==> src/hdl/avp_map.vh <==
`ifndef AVP_MAP_VH
`define AVP_MAP_VH
// Register offsets (byte addresses on the Wishbone slave)
`define AVP_CTRL_OFS 8'h00
`define AVP_LIMLO_OFS 8'h04
`define AVP_LIMHI_OFS 8'h08
`define AVP_FST_OFS 8'h0c
`define AVP_OUT_OFS 8'h10
`define AVP_STAT_OFS 8'h14
`define AVP_CNT_OFS 8'h18
// Control fields
`define AVP_C_MEAN 0
`define AVP_C_UNI 1
`define AVP_C_HWSRC 2
`define AVP_C_THR 3
`define AVP_C_SM_LO 4
`define AVP_C_SM_HI 5
`define AVP_CTRL_RST 6'h00
// Smoothing codes
`define AVP_SM_K1 2'h0
`define AVP_SM_K4 2'h1
`define AVP_SM_K32 2'h2
`define AVP_SM_K64 2'h3
// Raw value codes
`define AVP_OVF 16'h7fff
`define AVP_UNF 16'h8000
`define AVP_NOM_MAX 16'h6c00
`define AVP_OVR_MAX 16'h7eff
`define AVP_UNR_MIN 16'h8100
// Timing at 10 MHz
`define AVP_CLK_HZ 10000000
`define AVP_READ_MS 100
`define AVP_CALC_MS 500
`define AVP_READ_CYC ((`AVP_CLK_HZ / 1000) * `AVP_READ_MS)
`define AVP_CALC_CYC ((`AVP_CLK_HZ / 1000) * `AVP_CALC_MS)
`endif

==> src/hdl/avp_core.v <==
// Contract
// - Mean mode ignores unipolar, suppression, smoothing
// - Mean mode accumulates one sample per read
// - Transfer trigger outputs mean, clears accumulator
// - Partner request also outputs mean, restarts
// - Out-of-range sample makes mean invalid code
// - New period starts after invalid mean
// - Mean mode forces suppression time zero
// - Unipolar clips negative values to zero
// - Hardware source passes wire break code
// - Software source clips all negatives, except the underflow code on the threshold path
// - Suppress fault code for suppression time
// - In-range return sends value, drops fault
// - Suppression, smoothing, limits need threshold trigger
// - Smoothing y=(x+(k-1)y)/k each cycle
// - Smoothing factor only 1,4,32,64
// - Hardware source uses fixed raw limits
// - Limits are signed 16-bit raw values
// - Raw ranges 27648,32511,32767,-32512,-32768
// - Zero limit means limit disabled
// - Stored nonzero limit evaluated only for software source
// - No threshold trigger passes value unsmoothed, with only the unipolar clip applied
`timescale 1ns/1ps
`default_nettype none
`include "avp_map.vh"
module avp_core #(
  parameter READ_CYC = `AVP_READ_CYC,
  parameter CALC_CYC = `AVP_CALC_CYC
) (
  input wire mclk,
  input wire rst,
  input wire [15:0] sample_in,
  input wire xfer_trig,
  input wire partner_req,
  output reg [15:0] value_out,
  output reg value_vld,
  output reg lim_lo_hit,
  output reg lim_hi_hit,
  input wire wb_cyc_i,
  input wire wb_stb_i,
  input wire wb_we_i,
  input wire [7:0] wb_adr_i,
  input wire [31:0] wb_dat_i,
  input wire [3:0] wb_sel_i,
  output reg [31:0] wb_dat_o,
  output reg wb_ack_o
);
  // Software-visible configuration
  reg [5:0] ctrl_r;
  reg [15:0] lim_lo_r;
  reg [15:0] lim_hi_r;
  reg [15:0] fst_r;

  // Synchroniser stages and edge-detect history
  reg [15:0] s1_r;
  reg [15:0] s2_r;
  reg trig_s1_r;
  reg trig_s2_r;
  reg req_s1_r;
  reg req_s2_r;
  reg trig_d_r;
  reg req_d_r;

  // Read and calculation cycle timers
  reg [22:0] rd_cnt_r;
  reg [22:0] calc_cnt_r;

  // Fault suppression count, in calculation cycles
  reg [15:0] fst_cnt_r;
  reg fault_pend_r;

  // Mean accumulator, sample count and the stored invalid code
  reg [31:0] acc_r;
  reg [15:0] nsamp_r;
  reg [15:0] inv_r;
  reg inv_flag_r;

  // Smoothing state and the value the limits are checked against
  reg [15:0] smooth_r;
  reg [15:0] proc_r;

  // Overflow and underflow codes bypass averaging and smoothing
  function raw_fault;
    input [15:0] v;
    begin
      raw_fault = (v == `AVP_OVF) || (v == `AVP_UNF);
    end
  endfunction

  // Mode decode
  wire mean_en = ctrl_r[`AVP_C_MEAN];
  wire thr_en = ctrl_r[`AVP_C_THR];
  wire hw_src = ctrl_r[`AVP_C_HWSRC];

  // Timer ticks
  wire read_tick = (rd_cnt_r == 23'd0);
  wire calc_tick = (calc_cnt_r == 23'd0);

  // Rising edges of the synchronised request levels
  wire trig_ev = trig_s2_r & ~trig_d_r;
  wire req_ev = req_s2_r & ~req_d_r;
  wire xfer_ev = trig_ev | req_ev;
  wire is_fault = raw_fault(s2_r);

  // Shift for smoothing factor; only four settings exist
  function [2:0] sm_shift;
    input [1:0] code;
    begin
      case (code)
        `AVP_SM_K4: sm_shift = 3'd2;
        `AVP_SM_K32: sm_shift = 3'd5;
        `AVP_SM_K64: sm_shift = 3'd6;
        default: sm_shift = 3'd0;
      endcase
    end
  endfunction

  // Raw value synchroniser; the word is assumed to change slowly against mclk
  always @(posedge mclk or posedge rst) begin
    if (rst) begin
      s1_r <= 16'h0000;
      s2_r <= 16'h0000;
    end else begin
      s1_r <= sample_in;
      s2_r <= s1_r;
    end
  end

  // Request synchronisers; history flops start low, so no false edge after reset
  always @(posedge mclk or posedge rst) begin
    if (rst) begin
      trig_s1_r <= 1'b0;
      trig_s2_r <= 1'b0;
      req_s1_r <= 1'b0;
      req_s2_r <= 1'b0;
      trig_d_r <= 1'b0;
      req_d_r <= 1'b0;
    end else begin
      trig_s1_r <= xfer_trig;
      trig_s2_r <= trig_s1_r;
      req_s1_r <= partner_req;
      req_s2_r <= req_s1_r;
      trig_d_r <= trig_s2_r;
      req_d_r <= req_s2_r;
    end
  end

  // Read cycle timer; one tick every READ_CYC clocks
  always @(posedge mclk or posedge rst) begin
    if (rst)
      rd_cnt_r <= 23'd0;
    else
      rd_cnt_r <= read_tick ? READ_CYC[22:0] - 23'd1 : rd_cnt_r - 23'd1;
  end

  // Calculation cycle timer, free running so ticks stay evenly spaced
  always @(posedge mclk or posedge rst) begin
    if (rst)
      calc_cnt_r <= 23'd0;
    else
      calc_cnt_r <= calc_tick ? CALC_CYC[22:0] - 23'd1 : calc_cnt_r - 23'd1;
  end

  // Unipolar clip, skipped in mean mode
  reg [15:0] uni_v;
  always @* begin
    uni_v = s2_r;
    if (ctrl_r[`AVP_C_UNI] && !mean_en && s2_r[15]) begin
      // Wire break code survives only for hardware sources
      // Software sources have no such code, so every negative value clips
      if (hw_src && s2_r == `AVP_UNF)
        uni_v = s2_r;
      else
        uni_v = 16'h0000;
    end
  end

  // Smoothing, one step per calculation tick; k=1 passes through
  wire [2:0] sh = mean_en ? 3'd0 : sm_shift(ctrl_r[`AVP_C_SM_HI:`AVP_C_SM_LO]);
  wire signed [23:0] sm_x = {{8{uni_v[15]}}, uni_v};
  wire signed [23:0] sm_y = {{8{smooth_r[15]}}, smooth_r};
  // x + (k-1)y formed as x + (y << s) - y; 24 bits cover the growth for k=64
  // The arithmetic shift divides; it rounds toward minus infinity
  wire signed [23:0] sm_sum = sm_x + (sm_y <<< sh) - sm_y;
  wire signed [23:0] sm_q = sm_sum >>> sh;
  wire [15:0] sm_new = (sh == 3'd0) ? uni_v : sm_q[15:0];

  // Limit check; fixed raw limits for hardware operands
  // Compare is strict; a limit of zero switches that side off
  wire [15:0] eff_lo = hw_src ? `AVP_UNR_MIN : lim_lo_r;
  wire [15:0] eff_hi = hw_src ? `AVP_OVR_MAX : lim_hi_r;
  wire lo_hit = (eff_lo != 16'h0000) && ($signed(proc_r) < $signed(eff_lo));
  wire hi_hit = (eff_hi != 16'h0000) && ($signed(proc_r) > $signed(eff_hi));

  // Effective suppression time is zero in mean mode
  wire [15:0] fst_eff = mean_en ? 16'h0000 : fst_r;

  // Mean division is done once per transfer; combinational divider kept simple
  // An empty period gives zero rather than a divide by zero
  wire [31:0] mean_q = (nsamp_r == 16'h0000) ? 32'h0 :
    $unsigned($signed(acc_r) / $signed({16'h0000, nsamp_r}));

  // Processing pipeline: mean mode, transparent path or threshold path
  always @(posedge mclk or posedge rst) begin
    if (rst) begin
      // Zero output and no pending fault out of reset
      acc_r <= 32'h0;
      nsamp_r <= 16'h0000;
      inv_r <= 16'h0000;
      inv_flag_r <= 1'b0;
      smooth_r <= 16'h0000;
      proc_r <= 16'h0000;
      fault_pend_r <= 1'b0;
      fst_cnt_r <= 16'h0000;
      value_out <= 16'h0000;
      value_vld <= 1'b0;
    end else begin
      value_vld <= 1'b0;
      if (mean_en) begin
        // Mean mode ignores unipolar, suppression and smoothing settings
        if (xfer_ev) begin
          // A transfer wins over a read tick in the same cycle; that sample is lost
          value_out <= inv_flag_r ? inv_r : mean_q[15:0];
          value_vld <= 1'b1;
          acc_r <= 32'h0;
          nsamp_r <= 16'h0000;
          inv_flag_r <= 1'b0;
        end else if (read_tick) begin
          if (is_fault) begin
            inv_flag_r <= 1'b1;
            inv_r <= s2_r;
          end else if (!inv_flag_r && nsamp_r != 16'hffff) begin
            // Count saturates after hours of averaging rather than wrapping
            acc_r <= acc_r + {{16{s2_r[15]}}, s2_r};
            nsamp_r <= nsamp_r + 16'h0001;
          end
        end
      end else if (!thr_en) begin
        // Transparent path, updated well inside the calculation cycle
        if (read_tick) begin
          proc_r <= uni_v;
          value_out <= uni_v;
          value_vld <= 1'b1;
        end
      end else if (calc_tick) begin
        // Threshold path: one smoothing step per calculation cycle
        smooth_r <= sm_new;
        proc_r <= sm_new;
        if (is_fault && fst_eff != 16'h0000) begin
          // Hold the fault code back while the count runs
          if (!fault_pend_r) begin
            fault_pend_r <= 1'b1;
            fst_cnt_r <= fst_eff;
          end else if (fst_cnt_r <= 16'h0001) begin
            // Still pending when the time is up, so it goes out
            fst_cnt_r <= 16'h0000;
            value_out <= s2_r;
            value_vld <= 1'b1;
          end else begin
            fst_cnt_r <= fst_cnt_r - 16'h0001;
          end
        end else begin
          // Back in range or no suppression: drop any pending fault
          fault_pend_r <= 1'b0;
          fst_cnt_r <= 16'h0000;
          value_out <= is_fault ? s2_r : sm_new;
          value_vld <= 1'b1;
        end
      end
    end
  end

  // Limit flags only mean something on the threshold path; held low elsewhere
  always @(posedge mclk or posedge rst) begin
    if (rst) begin
      lim_lo_hit <= 1'b0;
      lim_hi_hit <= 1'b0;
    end else begin
      lim_lo_hit <= thr_en && !mean_en && lo_hit;
      lim_hi_hit <= thr_en && !mean_en && hi_hit;
    end
  end

  // Status word: invalid mean, fault pending, low and high limit flags
  wire [31:0] stat_w = {28'h0, lim_hi_hit, lim_lo_hit, fault_pend_r, inv_flag_r};

  // Read multiplexer; unmapped offsets read as zero
  reg [31:0] rd_nxt;
  always @* begin
    rd_nxt = 32'h0;
    case (wb_adr_i)
      `AVP_CTRL_OFS: rd_nxt = {26'h0, ctrl_r};
      `AVP_LIMLO_OFS: rd_nxt = {16'h0, lim_lo_r};
      `AVP_LIMHI_OFS: rd_nxt = {16'h0, lim_hi_r};
      `AVP_FST_OFS: rd_nxt = {16'h0, fst_eff};
      `AVP_OUT_OFS: rd_nxt = {16'h0, value_out};
      `AVP_STAT_OFS: rd_nxt = stat_w;
      `AVP_CNT_OFS: rd_nxt = {16'h0, nsamp_r};
      default: rd_nxt = 32'h0;
    endcase
  end

  // Wishbone slave, ack one cycle after strobe, dropped the next cycle
  // Gating on ack keeps a held strobe from being taken twice
  wire wb_hit = wb_cyc_i & wb_stb_i & ~wb_ack_o;
  always @(posedge mclk or posedge rst) begin
    if (rst) begin
      wb_ack_o <= 1'b0;
      wb_dat_o <= 32'h0;
      ctrl_r <= `AVP_CTRL_RST;
      lim_lo_r <= 16'h0000;
      lim_hi_r <= 16'h0000;
      fst_r <= 16'h0000;
    end else begin
      wb_ack_o <= wb_hit;
      // Only the two low byte lanes carry register bits
      if (wb_hit && wb_we_i) begin
        case (wb_adr_i)
          `AVP_CTRL_OFS: if (wb_sel_i[0]) ctrl_r <= wb_dat_i[5:0];
          `AVP_LIMLO_OFS: begin
            if (wb_sel_i[0]) lim_lo_r[7:0] <= wb_dat_i[7:0];
            if (wb_sel_i[1]) lim_lo_r[15:8] <= wb_dat_i[15:8];
          end
          `AVP_LIMHI_OFS: begin
            if (wb_sel_i[0]) lim_hi_r[7:0] <= wb_dat_i[7:0];
            if (wb_sel_i[1]) lim_hi_r[15:8] <= wb_dat_i[15:8];
          end
          `AVP_FST_OFS: begin
            if (wb_sel_i[0]) fst_r[7:0] <= wb_dat_i[7:0];
            if (wb_sel_i[1]) fst_r[15:8] <= wb_dat_i[15:8];
          end
          default: ;
        endcase
      end
      if (wb_hit && !wb_we_i)
        wb_dat_o <= rd_nxt;
    end
  end
endmodule // avp_core
`default_nettype wire

==> config.mk <==
export PLATFORM = sky130hd
export DESIGN_NAME = avp_core
export DESIGN_NICKNAME = d
export VERILOG_FILES = /design/src/hdl/avp_core.v
export VERILOG_INCLUDE_DIRS = /design/src /design/src/hdl
export SDC_FILE = /design/constraint.sdc
export NUM_CORES = 2
export LEC_CHECK = 0
export BUFFER_PORTS_ARGS = -buffer_cell sky130_fd_sc_hd__buf_4
export CELL_PAD_IN_SITES_DETAIL_PLACEMENT = 1
export CELL_PAD_IN_SITES_GLOBAL_PLACEMENT = 1
export CORE_UTILIZATION = 50
export CTS_CLUSTER_DIAMETER = 200
export CTS_CLUSTER_SIZE = 8
export DETAILED_ROUTE_END_ITERATION = 8
export PLACE_DENSITY_LB_ADDON = 0.1
export SLEW_MARGIN = 0
export SYNTH_ARGS = -nofsm -noshare
export SYNTH_HDL_FRONTEND = slang
export SYNTH_SLANG_ARGS = --single-unit
==> constraint.sdc <==
create_clock -name mclk -period 199.5 [get_ports mclk]
set_input_delay 19.95 -clock mclk [delete_from_list [all_inputs] [get_ports mclk]]
set_output_delay 19.95 -clock mclk [all_outputs]
set_load 0.01 [all_outputs]
==> impl_metrics.json <==
{
  "cts_sinks": 288,
  "final_util_pct": 54.3,
  "syn_avg_cell_area_sq_um": 7.75,
  "fillers": 10000,
  "vias": 40900,
  "first_pass_iters": 8,
  "cts_buffers": 41,
  "finalCriticalPeriod_ns": 110.73,
  "syn_area_sq_um": 40300,
  "hpwl_microns": 109000,
  "arrival_ns": 111.14,
  "clock_latency_ns": 0.54,
  "seq_area_frac_synth_pct": 17.9,
  "placementRows": 103,
  "io_buffers": 84,
  "area_delta_synth_final_pct": 6.98,
  "grtUsageTotal_pct": 33.8,
  "synth_cells": 5198,
  "crit_type": "register to register",
  "die_y_microns": 286,
  "rsz0062_at_grt": "false",
  "hold_viol": 0,
  "post_cts_buffers": 0,
  "core_area_sq_um": 79400,
  "ctsHoldBuffers": 0,
  "cts_buffer_depth": 3,
  "layout_commonest_cell": "nand2_1",
  "start_util_pct": 50.8,
  "cts_root_buf": "clkbuf_16",
  "cts_tree": "done",
  "path_common_cell": "o21a_1",
  "wl_per_cell_microns": 22.5,
  "setup_viol": 0,
  "ys_ff_latch": 288,
  "tns_ns": 0,
  "max_stage_delay_ns": 0.92,
  "wl_microns": 141000,
  "fin_worst_skew_ns": 0.0202,
  "synth_cell_type_count": 117,
  "placed_cell_area_sq_um": 42000,
  "ant_nets": 0,
  "end_kind": "register",
  "cts_resized": 0,
  "fin_nets": 5793,
  "antenna_found_initial": 1,
  "drive_gt1_share_pct": 9.10,
  "async_flop_share_pct": 100,
  "maxSlewViolCount": 0,
  "grt_pass1_wl_microns": 225000,
  "htreeDepth": 2,
  "design_area_sq_um": 43100,
  "die_area_sq_um": 81700,
  "worstMarginPinSlew_ns": 1.23,
  "period_share_pct": 55.5,
  "clkSlewWorstSetupHoldPaths_ns": 0.06,
  "critPathRequiredTime_ns": 199.92,
  "place.gp.congestion": 0.957,
  "drc": 0,
  "synth_edf_count": 0,
  "fmax_mhz": 9.03,
  "final_cell_mix": "nand2_1 (606), ha_1 (486), nor2_1 (447), a21oi_1 (330), dfrtp_1 (288)",
  "drtIter0Drc": 2557,
  "die_w_microns": 286,
  "worstSetupStartpointType": "register",
  "yosysWarnings": 0,
  "run_status": "complete, no violations",
  "grt-ovfl-total": 0,
  "path_max_fanout": 34,
  "holdCritPathClass": "register to register",
  "ys.flop_type": "dfrtp_1",
  "drt-vias-per-instance": 6.52,
  "maxCapViolations": 0,
  "slew_headroom_pct": 18.0,
  "grt_pass1_vias": 41400,
  "boundaryPins": 119,
  "cp_slowest_cell": "a2111oi_0",
  "grt_max_degree": 134
}
[through the flow]
stage                     worst slack, ns  cells  hold slack, ns
after floorplan                    105.43   5213           0.331
after global placement              92.71   6224           0.333
after detailed placement            90.26   6224           0.336
after CTS                           89.96   6267           0.344
after global routing                81.14   6267           0.354
final                               88.77   6268           0.341
[path summary, 6_finish.rpt]
path	startpoint	to	slack (ns)	cells past startpoint
worst max-delay path	acc_r[0]$_DFFE_PP0P_	value_out[12]$_DFFE_PP0P_	88.77	444
worst min-delay path	s1_r[3]$_DFF_PP0_	s2_r[3]$_DFF_PP0_	0.34	0
worst max register to register	acc_r[0]$_DFFE_PP0P_	value_out[12]$_DFFE_PP0P_	88.77	444
worst min register to register	s1_r[3]$_DFF_PP0_	s2_r[3]$_DFF_PP0_	0.34	0
max in group asynchronous	rst	nsamp_r[1]$_DFFE_PP0P_	177.99	4
min in group asynchronous	rst	calc_cnt_r[1]$_DFF_PP0_	19.62	2
[cell type report]
class                   count  area (sq um)  share of cell area, %
well taps                1050          1310                   3.05
multi-input cells        4572         31800                   73.7
diodes                      1          2.50                0.00580
clock inverters             1          16.3                 0.0377
inverters                 164           623                   1.45
clock buffers              42          1050                   2.44
repair buffers            150          1130                   2.61
flip-flops and latches    288          7210                   16.7
[cells by family after synthesis]
kind of cell	Yosys count	synth area share [%]
simple gates	1946	23.1
compound gates	1599	27.2
fa+ha+maj	511	16.3
buf+inv	353	3.51
xor+xnor	298	6.49
flops	288	17.9
mux	202	5.50
other cells	1	0.00930
[worst max-delay path: cells and delay by family (launching register included)]
kind	cells	cell delay [ns]
xor+xnor	2	0.31
buf+inv	19	3.77
mux	5	1.83
flops	1	0.43
compound gates	278	67.29
simple gates	107	26.12
fa+ha+maj	33	10.48
[Yosys cell counts, types with 24 or more instances]
| cell type | number | area share, % |
|---|---|---|
| nand3_1 | 97 | 1.2 |
| a22oi_1 | 27 | 0.50 |
| a21oi_1 | 330 | 4.1 |
| and2_1 | 43 | 0.67 |
| o21ai_0 | 276 | 3.4 |
| or3_1 | 54 | 0.84 |
| a21o_1 | 98 | 1.8 |
| mux2_2 | 140 | 3.9 |
| nand2b_1 | 74 | 1.1 |
| ha_1 | 486 | 15 |
| xor2_1 | 75 | 1.6 |
| nor4_1 | 54 | 0.84 |
| and3_1 | 25 | 0.39 |
| inv_1 | 163 | 1.5 |
| nor3_1 | 281 | 3.5 |
| o21bai_1 | 47 | 0.88 |
| o21a_1 | 231 | 4.3 |
| o211ai_1 | 41 | 0.76 |
| or2_2 | 59 | 0.92 |
| a211oi_1 | 53 | 0.99 |
| a21boi_0 | 25 | 0.47 |
| nor2b_1 | 57 | 0.88 |
| a31oi_1 | 40 | 0.62 |
| nand2_1 | 606 | 5.6 |
| nor2_1 | 449 | 4.2 |
| mux2i_1 | 58 | 1.4 |
| a221oi_1 | 24 | 0.52 |
| xnor2_1 | 222 | 4.8 |
| nand4_1 | 56 | 0.87 |
| clkbuf_1 | 140 | 1.3 |
| dfrtp_1 | 288 | 18 |
| o31ai_1 | 144 | 2.7 |
[registers in the layout, summed over array words and instances, names as in the netlist, 16 cells and up]
signal,cells
smooth_r,16
proc_r,16
value_out,16
lim_hi_r,16
fst_r,16
rd_cnt_r,23
s1_r,16
nsamp_r,16
fst_cnt_r,16
acc_r,32
calc_cnt_r,23
s2_r,16
lim_lo_r,16
wb_dat_o,16
inv_r,16
[layer usage]
metal / global-route usage [%] / wire length [microns] / vias to the layer above
li1: - / - / 19400
met1: 45.7 / 64300 / 20300
met2: 57.1 / 66200 / 954
met3: 3.47 / 6800 / 220
met4: 9.22 / 3900 / 0
met5: 0 / 0 / -
Power is not shown: default switching activity piles up to over one toggle a cycle in this logic, so the estimate is an artifact.
